<file path="config.mk">
export PLATFORM = sky130hd
export DESIGN_NAME = tarb_regs
export DESIGN_NICKNAME = d
export VERILOG_FILES = /design/src/design/tarb_pkg.sv /design/src/design/tarb_regs.sv
export VERILOG_INCLUDE_DIRS = /design/src /design/src/design
export SDC_FILE = /design/constraint.sdc
export NUM_CORES = 1
export LEC_CHECK = 0
export BUFFER_PORTS_ARGS = -buffer_cell sky130_fd_sc_hd__buf_2
export CORE_MARGIN = 10
export CORE_UTILIZATION = 38
export DETAILED_ROUTE_END_ITERATION = 10
export GPL_TIMING_DRIVEN = 0
export HOLD_SLACK_MARGIN = 0.08
export SLEW_MARGIN = 20
export SYNTH_ARGS = -nofsm -noshare
export SYNTH_HDL_FRONTEND = slang
export SYNTH_SLANG_ARGS = --single-unit
</file>
<file path="constraint.sdc">
create_clock -name clk -period 1.9 [get_ports clk]
set_input_delay 0.095 -clock clk [delete_from_list [all_inputs] [get_ports clk]]
set_output_delay 0.095 -clock clk [all_outputs]
set_load 0.01 [all_outputs]
</file>
<file path="src/design/tarb_defines.svh">
`ifndef TARB_DEFINES_SVH
`define TARB_DEFINES_SVH

// register byte addresses
`define TARB_ADDR_TREBLE_CORNER_LO 8'h77
`define TARB_ADDR_TREBLE_CORNER_HI 8'h78
`define TARB_ADDR_BASS_CORNER_LO 8'h79
`define TARB_ADDR_BASS_CORNER_HI 8'h7A
`define TARB_ADDR_TREBLE_GAIN 8'h7B
`define TARB_ADDR_BASS_GAIN 8'h7C
`define TARB_ADDR_HEADROOM_ATTEN 8'h7D
`define TARB_ADDR_AUX_BYTE_FIRST 8'h7E
`define TARB_ADDR_AUX_BYTE_LAST 8'hB5
`define TARB_ADDR_AUX_READY_STATUS 8'hB6
`define TARB_ADDR_ADPCM_SETUP 8'hB8
`define TARB_ADDR_AUX_BITCOUNT_LO 8'hF0
`define TARB_ADDR_AUX_BITCOUNT_HI 8'hF1

// buffer size and field positions
`define TARB_AUX_BYTES 56
`define TARB_READY_BIT 0
`define TARB_FRAMED_BIT 0
`define TARB_STEREO_BIT 1
`define TARB_CODEC_LO_BIT 2
`define TARB_CODEC_HI_BIT 3

// reset values
`define TARB_RESET_BYTE 8'h00
`define TARB_RESET_COUNT 16'h0000

// gain limits in 1.5 dB steps
`define TARB_GAIN_MAX 8'sh0C
`define TARB_GAIN_MIN (-8'sh0C)
`define TARB_ATTEN_MAX 8'h0C

`endif

</file>
<file path="src/design/tarb_pkg.sv">
`default_nettype none
package tarb_pkg;
  // coder choices of the two-bit algorithm field
  typedef enum logic [1:0] {
    TARB_CODEC_ADAPTIVE = 2'h0,
    TARB_CODEC_24K = 2'h1,
    TARB_CODEC_32K = 2'h2,
    TARB_CODEC_40K = 2'h3
  } tarb_codec_type;
endpackage : tarb_pkg
`default_nettype wire

</file>
<file path="src/design/tarb_regs.sv">
// Overview of operation
// - treble corner: 16-bit unsigned hertz value
// - bass corner: 16-bit unsigned hertz value
// - treble gain signed, 1.5 dB steps, +-18
// - bass gain signed, 1.5 dB steps, +-18
// - headroom unsigned 1.5 dB steps, 0..18 dB
// - 56 read-only ancillary bytes at 0x7E-0xB5
// - low/high registers report ancillary bit count
// - ready flag one when block pending
// - bit zero selects framed or raw output
// - bit one selects stereo or mono
// - two-bit field selects ADPCM algorithm
`timescale 1ns/1ps
`default_nettype none
`include "tarb_defines.svh"

module tarb_regs (
  // clock and reset
  input wire logic clk,
  input wire logic srst,
  // register port from the control bus engine
  input wire logic reg_wr,
  input wire logic reg_rd,
  input wire logic [7:0] reg_addr,
  input wire logic [7:0] reg_wdata,
  output logic [7:0] reg_rdata,
  // ancillary block load from the decoder core
  input wire logic aux_load,
  input wire logic [5:0] aux_load_index,
  input wire logic [7:0] aux_load_byte,
  input wire logic aux_block_done,
  input wire logic [15:0] aux_block_bits,
  // equaliser settings
  output logic [15:0] treble_corner_bits,
  output logic [15:0] bass_corner_bits,
  output logic signed [7:0] treble_gain_bits,
  output logic signed [7:0] bass_gain_bits,
  output logic [7:0] headroom_bits,
  // ancillary status
  output logic aux_ready,
  // adpcm configuration
  output logic framed_output_on,
  output logic stereo_coding_on,
  output tarb_pkg::tarb_codec_type codec_select
);
  import tarb_pkg::*;

  // stored register bytes
  logic [7:0] treble_lo_q;
  logic [7:0] treble_hi_q;
  logic [7:0] bass_lo_q;
  logic [7:0] bass_hi_q;
  logic [7:0] treble_gain_q;
  logic [7:0] bass_gain_q;
  logic [7:0] headroom_q;
  logic [7:0] setup_q;

  // ancillary buffer, bit count and ready flag
  logic [7:0] aux_mem_q [`TARB_AUX_BYTES];
  logic [`TARB_AUX_BYTES-1:0] aux_slot_wr;
  logic [15:0] bitcount_q;
  logic ready_q;

  // write strobes, one per writable register
  logic wr_treble_lo;
  logic wr_treble_hi;
  logic wr_bass_lo;
  logic wr_bass_hi;
  logic wr_treble_gain;
  logic wr_bass_gain;
  logic wr_headroom;
  logic wr_status;
  logic wr_setup;
  logic wr_ready_zero;

  // read side
  logic rd_in_aux;
  logic [5:0] rd_aux_index;
  logic [7:0] rdata_d;
  logic [7:0] rdata_q;

  // next values of the settings outputs
  logic [15:0] treble_corner_d;
  logic [15:0] bass_corner_d;
  logic signed [7:0] treble_gain_d;
  logic signed [7:0] bass_gain_d;
  logic [7:0] headroom_d;

  // saturate a signed step count
  function automatic logic signed [7:0] clamp_gain(input logic [7:0] raw);
    logic signed [7:0] v;
    v = signed'(raw);
    if (v > `TARB_GAIN_MAX) begin
      return `TARB_GAIN_MAX;
    end
    if (v < `TARB_GAIN_MIN) begin
      return `TARB_GAIN_MIN;
    end
    return v;
  endfunction : clamp_gain

  // address decode of host writes
  assign wr_treble_lo = reg_wr && (reg_addr == `TARB_ADDR_TREBLE_CORNER_LO);
  assign wr_treble_hi = reg_wr && (reg_addr == `TARB_ADDR_TREBLE_CORNER_HI);
  assign wr_bass_lo = reg_wr && (reg_addr == `TARB_ADDR_BASS_CORNER_LO);
  assign wr_bass_hi = reg_wr && (reg_addr == `TARB_ADDR_BASS_CORNER_HI);
  assign wr_treble_gain = reg_wr && (reg_addr == `TARB_ADDR_TREBLE_GAIN);
  assign wr_bass_gain = reg_wr && (reg_addr == `TARB_ADDR_BASS_GAIN);
  assign wr_headroom = reg_wr && (reg_addr == `TARB_ADDR_HEADROOM_ATTEN);
  assign wr_status = reg_wr && (reg_addr == `TARB_ADDR_AUX_READY_STATUS);
  assign wr_setup = reg_wr && (reg_addr == `TARB_ADDR_ADPCM_SETUP);

  // a zero written to the ready bit is the host's clear; a one does nothing
  assign wr_ready_zero = wr_status && !reg_wdata[`TARB_READY_BIT];

  // treble corner, low byte
  always_ff @(posedge clk) begin
    if (srst) begin
      treble_lo_q <= `TARB_RESET_BYTE;
    end else if (wr_treble_lo) begin
      treble_lo_q <= reg_wdata;
    end
  end

  // treble corner, high byte
  always_ff @(posedge clk) begin
    if (srst) begin
      treble_hi_q <= `TARB_RESET_BYTE;
    end else if (wr_treble_hi) begin
      treble_hi_q <= reg_wdata;
    end
  end

  // bass corner, low byte
  always_ff @(posedge clk) begin
    if (srst) begin
      bass_lo_q <= `TARB_RESET_BYTE;
    end else if (wr_bass_lo) begin
      bass_lo_q <= reg_wdata;
    end
  end

  // bass corner, high byte
  always_ff @(posedge clk) begin
    if (srst) begin
      bass_hi_q <= `TARB_RESET_BYTE;
    end else if (wr_bass_hi) begin
      bass_hi_q <= reg_wdata;
    end
  end

  // treble gain, stored raw and clamped on the way out
  always_ff @(posedge clk) begin
    if (srst) begin
      treble_gain_q <= `TARB_RESET_BYTE;
    end else if (wr_treble_gain) begin
      treble_gain_q <= reg_wdata;
    end
  end

  // bass gain, stored raw and clamped on the way out
  always_ff @(posedge clk) begin
    if (srst) begin
      bass_gain_q <= `TARB_RESET_BYTE;
    end else if (wr_bass_gain) begin
      bass_gain_q <= reg_wdata;
    end
  end

  // headroom attenuation byte
  always_ff @(posedge clk) begin
    if (srst) begin
      headroom_q <= `TARB_RESET_BYTE;
    end else if (wr_headroom) begin
      headroom_q <= reg_wdata;
    end
  end

  // coder setup, upper four bits are not stored
  always_ff @(posedge clk) begin
    if (srst) begin
      setup_q <= `TARB_RESET_BYTE;
    end else if (wr_setup) begin
      setup_q <= {4'h0, reg_wdata[3:0]};
    end
  end

  // ancillary byte store, written only by the decoder
  for (genvar i = 0; i < `TARB_AUX_BYTES; i++) begin : g_aux
    assign aux_slot_wr[i] = aux_load && (aux_load_index == 6'(i));

    // one byte slot, read-only to the host
    always_ff @(posedge clk) begin
      if (srst) begin
        aux_mem_q[i] <= `TARB_RESET_BYTE;
      end else if (aux_slot_wr[i]) begin
        aux_mem_q[i] <= aux_load_byte;
      end
    end
  end

  // bit count latched when a block completes
  always_ff @(posedge clk) begin
    if (srst) begin
      bitcount_q <= `TARB_RESET_COUNT;
    end else if (aux_block_done) begin
      bitcount_q <= aux_block_bits;
    end
  end

  // ready flag: a new block wins over a host clear in the same cycle
  always_ff @(posedge clk) begin
    if (srst) begin
      ready_q <= 1'b0;
    end else if (aux_block_done) begin
      ready_q <= 1'b1;
    end else if (wr_ready_zero) begin
      ready_q <= 1'b0;
    end
  end

  // the ancillary window is one contiguous address range
  assign rd_in_aux = (reg_addr >= `TARB_ADDR_AUX_BYTE_FIRST) && (reg_addr <= `TARB_ADDR_AUX_BYTE_LAST);
  assign rd_aux_index = 6'(reg_addr - `TARB_ADDR_AUX_BYTE_FIRST);

  // read multiplexer, unmapped addresses read zero
  always_comb begin
    rdata_d = `TARB_RESET_BYTE;
    if (rd_in_aux) begin
      rdata_d = aux_mem_q[rd_aux_index];
    end else begin
      unique case (reg_addr)
        `TARB_ADDR_TREBLE_CORNER_LO: rdata_d = treble_lo_q;
        `TARB_ADDR_TREBLE_CORNER_HI: rdata_d = treble_hi_q;
        `TARB_ADDR_BASS_CORNER_LO: rdata_d = bass_lo_q;
        `TARB_ADDR_BASS_CORNER_HI: rdata_d = bass_hi_q;
        `TARB_ADDR_TREBLE_GAIN: rdata_d = treble_gain_q;
        `TARB_ADDR_BASS_GAIN: rdata_d = bass_gain_q;
        `TARB_ADDR_HEADROOM_ATTEN: rdata_d = headroom_q;
        `TARB_ADDR_AUX_READY_STATUS: rdata_d = {7'h00, ready_q};
        `TARB_ADDR_ADPCM_SETUP: rdata_d = setup_q;
        `TARB_ADDR_AUX_BITCOUNT_LO: rdata_d = bitcount_q[7:0];
        `TARB_ADDR_AUX_BITCOUNT_HI: rdata_d = bitcount_q[15:8];
        default: rdata_d = `TARB_RESET_BYTE;
      endcase
    end
  end

  // read data held until the next read strobe
  always_ff @(posedge clk) begin
    if (srst) begin
      rdata_q <= `TARB_RESET_BYTE;
    end else if (reg_rd) begin
      rdata_q <= rdata_d;
    end
  end

  // corner frequencies are the two bytes side by side
  assign treble_corner_d = {treble_hi_q, treble_lo_q};
  assign bass_corner_d = {bass_hi_q, bass_lo_q};

  // gains saturate at +-12 steps of 1.5 dB
  assign treble_gain_d = clamp_gain(treble_gain_q);
  assign bass_gain_d = clamp_gain(bass_gain_q);

  // headroom saturates at 12 steps of 1.5 dB
  assign headroom_d = (headroom_q > `TARB_ATTEN_MAX) ? `TARB_ATTEN_MAX : headroom_q;

  // treble corner to the equaliser
  always_ff @(posedge clk) begin
    if (srst) begin
      treble_corner_bits <= `TARB_RESET_COUNT;
    end else begin
      treble_corner_bits <= treble_corner_d;
    end
  end

  // bass corner to the equaliser
  always_ff @(posedge clk) begin
    if (srst) begin
      bass_corner_bits <= `TARB_RESET_COUNT;
    end else begin
      bass_corner_bits <= bass_corner_d;
    end
  end

  // treble gain to the equaliser
  always_ff @(posedge clk) begin
    if (srst) begin
      treble_gain_bits <= `TARB_RESET_BYTE;
    end else begin
      treble_gain_bits <= treble_gain_d;
    end
  end

  // bass gain to the equaliser
  always_ff @(posedge clk) begin
    if (srst) begin
      bass_gain_bits <= `TARB_RESET_BYTE;
    end else begin
      bass_gain_bits <= bass_gain_d;
    end
  end

  // headroom to the equaliser
  always_ff @(posedge clk) begin
    if (srst) begin
      headroom_bits <= `TARB_RESET_BYTE;
    end else begin
      headroom_bits <= headroom_d;
    end
  end

  // ready flag copy, one cycle behind the status bit
  always_ff @(posedge clk) begin
    if (srst) begin
      aux_ready <= 1'b0;
    end else begin
      aux_ready <= ready_q;
    end
  end

  // framed or raw coder output
  always_ff @(posedge clk) begin
    if (srst) begin
      framed_output_on <= 1'b0;
    end else begin
      framed_output_on <= setup_q[`TARB_FRAMED_BIT];
    end
  end

  // stereo or mono coding
  always_ff @(posedge clk) begin
    if (srst) begin
      stereo_coding_on <= 1'b0;
    end else begin
      stereo_coding_on <= setup_q[`TARB_STEREO_BIT];
    end
  end

  // coder algorithm choice
  always_ff @(posedge clk) begin
    if (srst) begin
      codec_select <= TARB_CODEC_ADAPTIVE;
    end else begin
      codec_select <= tarb_codec_type'(setup_q[`TARB_CODEC_HI_BIT:`TARB_CODEC_LO_BIT]);
    end
  end

  // read data straight from its flop
  assign reg_rdata = rdata_q;

endmodule : tarb_regs

`default_nettype wire

</file>
Word level (Yosys, flattened, before mapping)
Memory sizes are Yosys's and may differ from the RTL's.
Index checks and enable logic that the tools add are counted.
Cells by class
  muxes and demuxes: 245
  equality and inequality tests: 66
  bitwise logic cells: 56
  reduce and logical (&&, ||, !) cells: 71
  add/subtract/negate cells: 1
  order comparisons: 7
Operator list (number)
  8-bit 2-to-1 mux: 65
  1-bit 2-to-1 mux: 178
  6-bit == test, second input constant: 24
  6-bit by 5-bit == test with 1-bit output, second input constant: 16
  8-bit case mux with 11 select lines: 1
  1-bit logical AND: 67
  8-bit by 7-bit == test with 1-bit output, second input constant: 7
  1-bit bitwise OR: 56
  6-bit by 4-bit == test with 1-bit output, second input constant: 8
  8-bit == test, second input constant: 4
  6-bit by 3-bit == test with 1-bit output, second input constant: 4
  8-bit by 5-bit greater-than comparator with 1-bit output, second input constant: 2
  8-bit by 5-bit < comparator with 1-bit output, second input constant: 2
  6-bit by 2-bit == test with 1-bit output, second input constant: 2
  8-bit by 7-bit >= comparator with 1-bit output, second input constant: 1
  8-bit by 4-bit greater-than comparator with 1-bit output, second input constant: 1
  8-bit less-or-equal comparator, second input constant: 1
  6-bit by 1-bit == test with 1-bit output, second input constant: 1
  6-bit zero test: 1
  6-bit subtractor, second input constant: 1
  4-bit 2-to-1 mux: 1
  2-bit nonzero test: 1
  2-bit OR reduction: 1
  1-bit zero test: 1
Storage, ports and cells
  register bits: 146
  memories: 1
  memory bits (writable): 448
Memories
  aux_mem_q: words 56, bits a word 8, read ports 1, clocked after memory_dff 0, wr ports 56, line tarb_regs.sv:59  | logic [7:0] aux_mem_q [`TARB_AUX_BYTES];

Longest topological paths before layout
Gate-level depths: netlist (run 1).
  depth in word-level cells: 6
  gate-level depth with buffers: 12
  gate-level depth less buffers: 8

Worst setup path before layout (run 1)
OpenSTA, ideal clock, no wires.
  path kind: in2reg
  from: input port reg_addr[1]
  to: register rdata_q[4] (netlist: reg_rdata[4])
  library setup time: 0.136 ns
  buffers on the path: 2
  data arrival time: 1.785 ns
  path slack: -0.021 ns
  stages: 9
  path through: ha_1 buf_2 buf_4 mux2_2 o22ai_1 a22oi_1 a311o_1 a211oi_1 a211oi_1
On the way
  longest elaborated chain between the ends: 3
  elaborated cells on any way between the ends: 18
Ends and longest elaborated chain
  start: declaration: line tarb_regs.sv:24  | input wire logic [7:0] reg_addr,
  6-bit subtractor (no line), or another cell as far along
  memory read 56 x 8 bit, or another cell as far along
  8-bit 2-to-1 mux (*): line tarb_regs.sv:229  | if (rd_in_aux) begin
  end signal: assignment: line tarb_regs.sv:252  | rdata_q <= `TARB_RESET_BYTE;
  end signal: assignment: line tarb_regs.sv:254  | rdata_q <= rdata_d;
  end: declaration: line tarb_regs.sv:80  | logic [7:0] rdata_q;
Mark *: on every way between the ends. The rest lies on a longest branch, timed or not.
A chain may end at the register's enable or synchronous reset.

==> flow_metrics.py, run 1 <==
metrics = {
    "outcome": {
        "status": "complete, but fails checks",
        "violations": "setup timing",
    },
    "timing": {
        "drv_slew": 0,
        "maxSlewHeadroom": 0.330,
        "finClkSkew_ns": 0.0171,
        "setup_viol": 60,
        "max_freq_ghz": 0.486,
        "rsz0062_at_grt": "yes",
        "worst_slack_ns": -0.159,
        "tightest_slew_ns": 1.00,
        "hold_viol_final": 0,
        "finalCriticalPeriod_ns": 2.06,
        "fin_crit_sh": 1.08,
    },
    "route": {
        "met2_wirelength_um": 42300,
        "drc": 0,
        "first_pass_iters": 6,
        "drt_wl_total_um": 93300,
        "drtIter0Drc": 2189,
        "avgRoutedWirePerCell_um": 28.1,
        "vias": 18927,
        "drtAntennaViolNets": 0,
        "top_layer": "met5",
        "met3_length_um": 9420,
        "wl_met1_um": 37800,
        "routed_via_density": 5.70,
    },
    "logic_synthesis": {
        "synth_top_area_share": 0.496,
        "synth_cell_type_count": 85,
        "synth_edf_count": 448,
        "syn_area_mm2": 0.0271,
        "synth_area_leaders": "edfxtp_1 (50%), dfxtp_1 (11%), and2_1 (10%), mux4_2 (5.6%), mux2i_1 (3.5%)",
        "synth_top_cell_by_area": "edfxtp_1",
        "synth_flop_cell": "edfxtp_1",
        "ys_warn_count": 0,
        "synth-seq-cells": 594,
        "syn_area_per_cell_um2": 12.9,
        "synthArstFlopShare": 0,
        "yosysSeqAreaShare": 0.604,
        "synthCells": 2105,
    },
    "pwr": {
        "powerDensity_mw_per_mm2": 967,
        "p_seq_frac": 0.472,
        "clock_power_share": 0.429,
        "p_int_mw": 23.5,
        "p_sw_mw": 7.65,
        "combPwrFrac": 0.099,
        "switching_share": 0.246,
        "peakVddDrop_mv": 0.664,
        "power.leakage_nw": 11.7,
        "total_power_mw": 31.1,
    },
    "critical_path": {
        "crit_type": "in2reg",
        "cp_max_fo": 8,
        "cp-end-kind": "flip-flop",
        "worst-endpoint-required_ns": 2.14,
        "critPathLaunchType": "input pin",
        "worstPathArrival_ns": 2.30,
        "rrSetupSlack_ns": -0.12,
    },
    "clocking": {
        "clkTransAtPathRegs_ns": 0.06,
        "cts_max_level": 3,
        "root_buffer": "clkbuf_16",
        "clk-insertion-delay-late_ns": 0.61,
        "cts_tree": "yes",
        "cts.sinks": 594,
        "clockBufferDepth": 3,
        "cts_buffers": 68,
    },
    "job": {
        "maxCapViolCount": 0,
    },
    "grt": {
        "grt_max_degree": 14,
        "grt-ovfl-total": 0,
        "grt_pass1_wl_um": 133000,
        "first_global_vias": 18690,
        "antenna_found_initial": 6,
        "track_usage": 0.222,
    },
    "finish": {
        "antenna_cells": 0,
        "area_growth_pct": 18.6,
        "final_cells": 3318,
        "most-common-layout-cells": "and2_1 (450), edfxtp_1 (448), nor2_1 (158)",
        "nets": 2384,
        "postLayoutCellArea_mm2": 0.0322,
        "utilization": 0.457,
        "layout_commonest_cell": "and2_1",
        "drive_gt1_frac": 0.222,
    },
    "floorplan": {
        "core-area_mm2": 0.0704,
        "die_y_um": 287,
        "io_pins": 121,
        "die_x_um": 287,
        "num_rows": 97,
        "initial_core_util": 0.385,
        "fp.dieArea_mm2": 0.0825,
    },
    "place": {
        "placedCellCount": 3153,
        "placed_area_mm2": 0.0288,
        "dp_hpwl_um": 65200,
        "pre_cts_ws_ns": -1.50,
        "numPortBuffers": 105,
        "place.gp.congestion": 0.939,
    },
    "worst_hold_path": {
        "hp-class": "in2reg",
    },
}
[sequential cells by signal, summed over array words and instances (netlist names), 16 cells and up]
signal	cells
bass_corner_bits	16
bitcount_q	16
aux_mem_q	448
treble_corner_bits	16
[cells by family after synthesis]
family                   share of synthesized area
AND/OR/NAND/NOR                              0.173
multiplexers                                 0.114
buffers and inverters                       0.0325
AO/OA/AOI/OAI                               0.0725
XOR/XNOR                                   0.00281
flip-flops                                   0.604
adder cells (fa/ha/maj)                    0.00138
other                                     0.000138
[path summary, 6_finish.rpt]
| path | startpoint | endpoint | cells past startpoint |
|---|---|---|---|
| max reg2reg | aux_mem_q[16][6] | reg_rdata[6] | 7 |
| max | aux_load_index[2] | aux_mem_q[23][3] | 5 |
| min | aux_load_byte[5] | aux_mem_q[17][5] | 2 |
| min reg2reg | bass_lo_q[5] | bass_corner_bits[5] | 1 |
[layer usage]
| metal | global-route usage | vias up |
|---|---|---|
| li1 | - | 8108 |
| met1 | 0.295 | 9471 |
| met2 | 0.344 | 1097 |
| met3 | 0.0552 | 241 |
| met4 | 0.0819 | 10 |
| met5 | 0.00892 | - |
[through the flow]
stage / hold WS, ns / setup TNS (ns)
floorplan: 0.231 / 0
finish: 0.112 / -4.51
global placement: 0.334 / -671.77
detailed placement: 0.339 / -713.23
global route: 0.136 / -6.82
CTS: 0.0842 / -2.87
[Yosys cell counts, types with 10 or more instances]
| master | n |
|---|---|
| o211ai_1 | 16 |
| mux2i_1 | 96 |
| edfxtp_1 | 448 |
| dfxtp_1 | 146 |
| buf_4 | 15 |
| nand2_1 | 78 |
| o21bai_1 | 48 |
| a21oi_1 | 45 |
| o22ai_1 | 43 |
| nor2b_1 | 46 |
| a22oi_1 | 13 |
| buf_6 | 10 |
| nor2_1 | 171 |
| mux4_2 | 67 |
| clkbuf_1 | 90 |
| nor2_2 | 12 |
| o21ai_0 | 18 |
| nand3_1 | 29 |
| mux2_2 | 54 |
| and2_1 | 450 |
| a211oi_1 | 10 |
| buf_2 | 29 |
[critical path, cell delays in order]
cell	delay, ns
buf_2	0.15
nor2b_1	0.18
clkbuf_1	0.29
nand3_1	0.64
o21bai_1	0.94
[area by class of cell]
class                      count  area (µm²)
tap                          940        1180
clock buffer                  88        1870
timing repair buffer         151         976
multi-input combinational   1350       10300
buffer                       156        1030
fill                        6404       38200
clock inverter                31         357
sequential                   594       16400
inverter                       8        30.0
[what timing repair did]
item / in CTS / in global routing
pin swaps: 11 / 4
hold buffers: 42 / 0
hold endpoints to repair: 135 / 0
resized for setup: 93 / 76
gates cloned: 0 / 0
buffers inserted: 1 / 3
setup endpoints to repair: 447 / 247
[power by group through the flow]
stage	Sequential, mW	Clock (mW)	Combinational, mW
2_1_floorplan	14.9	0	1.55
3_3_place_gp	14.9	0	2.66
3_5_place_dp	15.0	0	2.68
4_1_cts	14.7	13.4	2.92
5_1_grt	14.7	14.0	3.17
6_report	14.7	13.3	3.09
(Power assumes the default switching activity.)
==> run 2: changes to the inputs <==
--- a/config.mk
+++ b/config.mk
@@ -7,7 +7,7 @@
 export NUM_CORES = 1
 export LEC_CHECK = 0
 export BUFFER_PORTS_ARGS = -buffer_cell sky130_fd_sc_hd__buf_2
-export CORE_MARGIN = 10
+export CORE_MARGIN = 2
 export CORE_UTILIZATION = 38
 export DETAILED_ROUTE_END_ITERATION = 10
 export GPL_TIMING_DRIVEN = 0
==> run 2 against run 1 <==
Net effect:
- the flow still finishes with violations (setup timing)
- sequential cell count did not move
- setup slack improved by 0.052 ns
- global-route usage rose by 2.9 points
- clock skew rose by 0.010 ns
- first-iteration DRC count rose by 10%
- critical endpoint is now aux_mem_q[3][6]
==> flow_metrics.py, run 2 (synthesis results as in run 1) <==
metrics = {
    "outcome": {
        "status": "complete, but fails checks",
        "violations": "setup timing",
    },
    "grt": {
        "antenna_found_initial": 0,
        "grt_max_degree": 14,
        "track_usage": 0.250,
        "first_global_vias": 18762,
        "grt-ovfl-total": 0,
        "grt_pass1_wl_um": 133000,
    },
    "finish": {
        "antenna_cells": 0,
        "most-common-layout-cells": "and2_1 (450), edfxtp_1 (448), nor2_1 (165)",
        "nets": 2377,
        "drive_gt1_frac": 0.219,
        "area_growth_pct": 18.1,
        "fill_cells": 6349,
        "layout_commonest_cell": "and2_1",
        "top_register": "aux_mem_q",
        "largest_register_ffs": 448,
        "postLayoutCellArea_mm2": 0.0320,
    },
    "clocking": {
        "cts.sinks": 594,
        "cts_max_level": 3,
        "clk-insertion-delay-late_ns": 0.63,
        "clkTransAtPathRegs_ns": 0.06,
        "cts_tree": "yes",
        "root_buffer": "clkbuf_16",
        "clockBufferDepth": 3,
        "cts_buffers": 68,
    },
    "floorplan": {
        "initial_core_util": 0.385,
        "die_y_um": 271,
        "num_rows": 97,
        "die_x_um": 271,
        "fp.dieArea_mm2": 0.0735,
        "core-area_mm2": 0.0704,
        "io_pins": 121,
    },
    "critical_path": {
        "worst-endpoint-required_ns": 2.13,
        "r2r_cells": 6,
        "cp_max_fo": 8,
        "r2r-end": "reg_rdata[0]",
        "r2r-start": "aux_mem_q[45][0]",
        "cp-end-kind": "flip-flop",
        "slowest_stage": "o21bai_1",
        "critPathLaunchType": "input pin",
        "crit_path_cell_trace": "buf_2 -> nor2_1 -> nand3_1 -> o21bai_1",
        "slowest_delay_ns": 0.95,
        "worstPathArrival_ns": 2.24,
        "crit_type": "in2reg",
        "rrSetupSlack_ns": -0.05,
    },
    "place": {
        "placed_area_mm2": 0.0288,
        "place.gp.congestion": 0.955,
        "dp_hpwl_um": 64400,
        "numPortBuffers": 105,
    },
    "worst_hold_path": {
        "min_from": "aux_load_byte[3]",
        "hold_end": "aux_mem_q[24][3]",
        "hold_depth": 2,
        "hp-class": "in2reg",
    },
    "pwr": {
        "powerDensity_mw_per_mm2": 960,
        "peakVddDrop_mv": 0.706,
        "power.leakage_nw": 11.6,
    },
    "timing": {
        "drv_slew": 0,
        "rsz0062_at_grt": "yes",
        "worst_slack_ns": -0.107,
        "finClkSkew_ns": 0.0273,
        "hold_viol_final": 0,
        "max_freq_ghz": 0.498,
        "fin_setup_tns_ns": -4.08,
        "setup_viol": 99,
        "maxSlewHeadroom": 0.296,
        "finalCriticalPeriod_ns": 2.01,
        "fin_crit_sh": 1.06,
        "tightest_slew_ns": 1.06,
    },
    "route": {
        "avgRoutedWirePerCell_um": 28.0,
        "drtAntennaViolNets": 0,
        "vias": 18679,
        "drtIter0Drc": 2416,
        "first_pass_iters": 6,
        "drt_wl_total_um": 92700,
        "drc": 0,
        "routed_via_density": 5.63,
    },
    "job": {
        "maxCapViolCount": 0,
    },
}
[run 2: changes by cell type in the layout (fill, tap and decap cells not counted), sizes merged]
cell         delta
buf             -3
clkinv          +7
clkinvlp        +3
dlygate4sd3     -4
bufinv          -2
clkbuf          -4
[run 2: power by group]
group          total, mW  internal [mW]  switching (mW)
sequential          14.7           14.5           0.194
clock               13.0           7.45            5.53
combinational       3.10           1.06            2.03
total               30.8           23.0            7.76
[run 2: what timing repair did]
action,in CTS,in global routing
setup endpoints to repair,429,308
pin swaps,11,9
endpoints found under the hold margin,136,0
hold buffers,38,0
setup buffers,1,0
resized for setup,87,73
[run 2: how the worst max path moves through the flow]
stage,from,end,slack (ns)
after floorplan,reg_addr[1],reg_rdata[4],0.009
after global placement,srst,aux_mem_q[37][5],-1.45
after detailed placement,srst,aux_mem_q[55][2],-1.38
after CTS,aux_mem_q[45][0],reg_rdata[0],-0.06
after global routing,aux_load_index[2],aux_mem_q[3][6],-0.16
final,aux_load_index[2],aux_mem_q[3][6],-0.11
[run 2: through the flow]
stage | hold WS (ns) | worst slack, ns | std cells | power [mW] | utilization
after floorplan | 0.231 | 0.00878 | 2108 | 16.4 | -
after global placement | 0.338 | -1.45 | 3153 | 17.6 | 0.410
after CTS | 0.0859 | -0.0600 | 3315 | 30.7 | 0.451
final | 0.121 | -0.107 | 3315 | 30.8 | 0.455
after global routing | 0.133 | -0.157 | 3315 | 31.5 | 0.455
after detailed placement | 0.348 | -1.38 | 3153 | 17.6 | 0.410
[run 2: final cells by class]
class,instances,area (µm²),share of cell area
Buffer,156,1000,0.0313
Inverter,8,30.0,0.000937
Clock buffer,84,1790,0.0559
Timing Repair Buffer,144,913,0.0285
Clock inverter,39,387,0.0121
Multi-Input combinational cell,1350,10400,0.323
Tap cell,940,1180,0.0367
Sequential cell,594,16400,0.511
[run 2: per-layer routing]
| layer | up-vias | wire length (µm) | track usage |
|---|---|---|---|
| met5 | - | 0 | 0 |
| met4 | 0 | 4100 | 0.0996 |
| met3 | 230 | 8990 | 0.0617 |
| met2 | 998 | 41700 | 0.387 |
| met1 | 9371 | 38000 | 0.339 |
| li1 | 8080 | - | - |
[run 2: worst max-delay path: cells and delay by family]
family | cells | cell delay, ns
compound gates | 1 | 0.95
simple gates | 2 | 1.03
buf+inv | 1 | 0.15
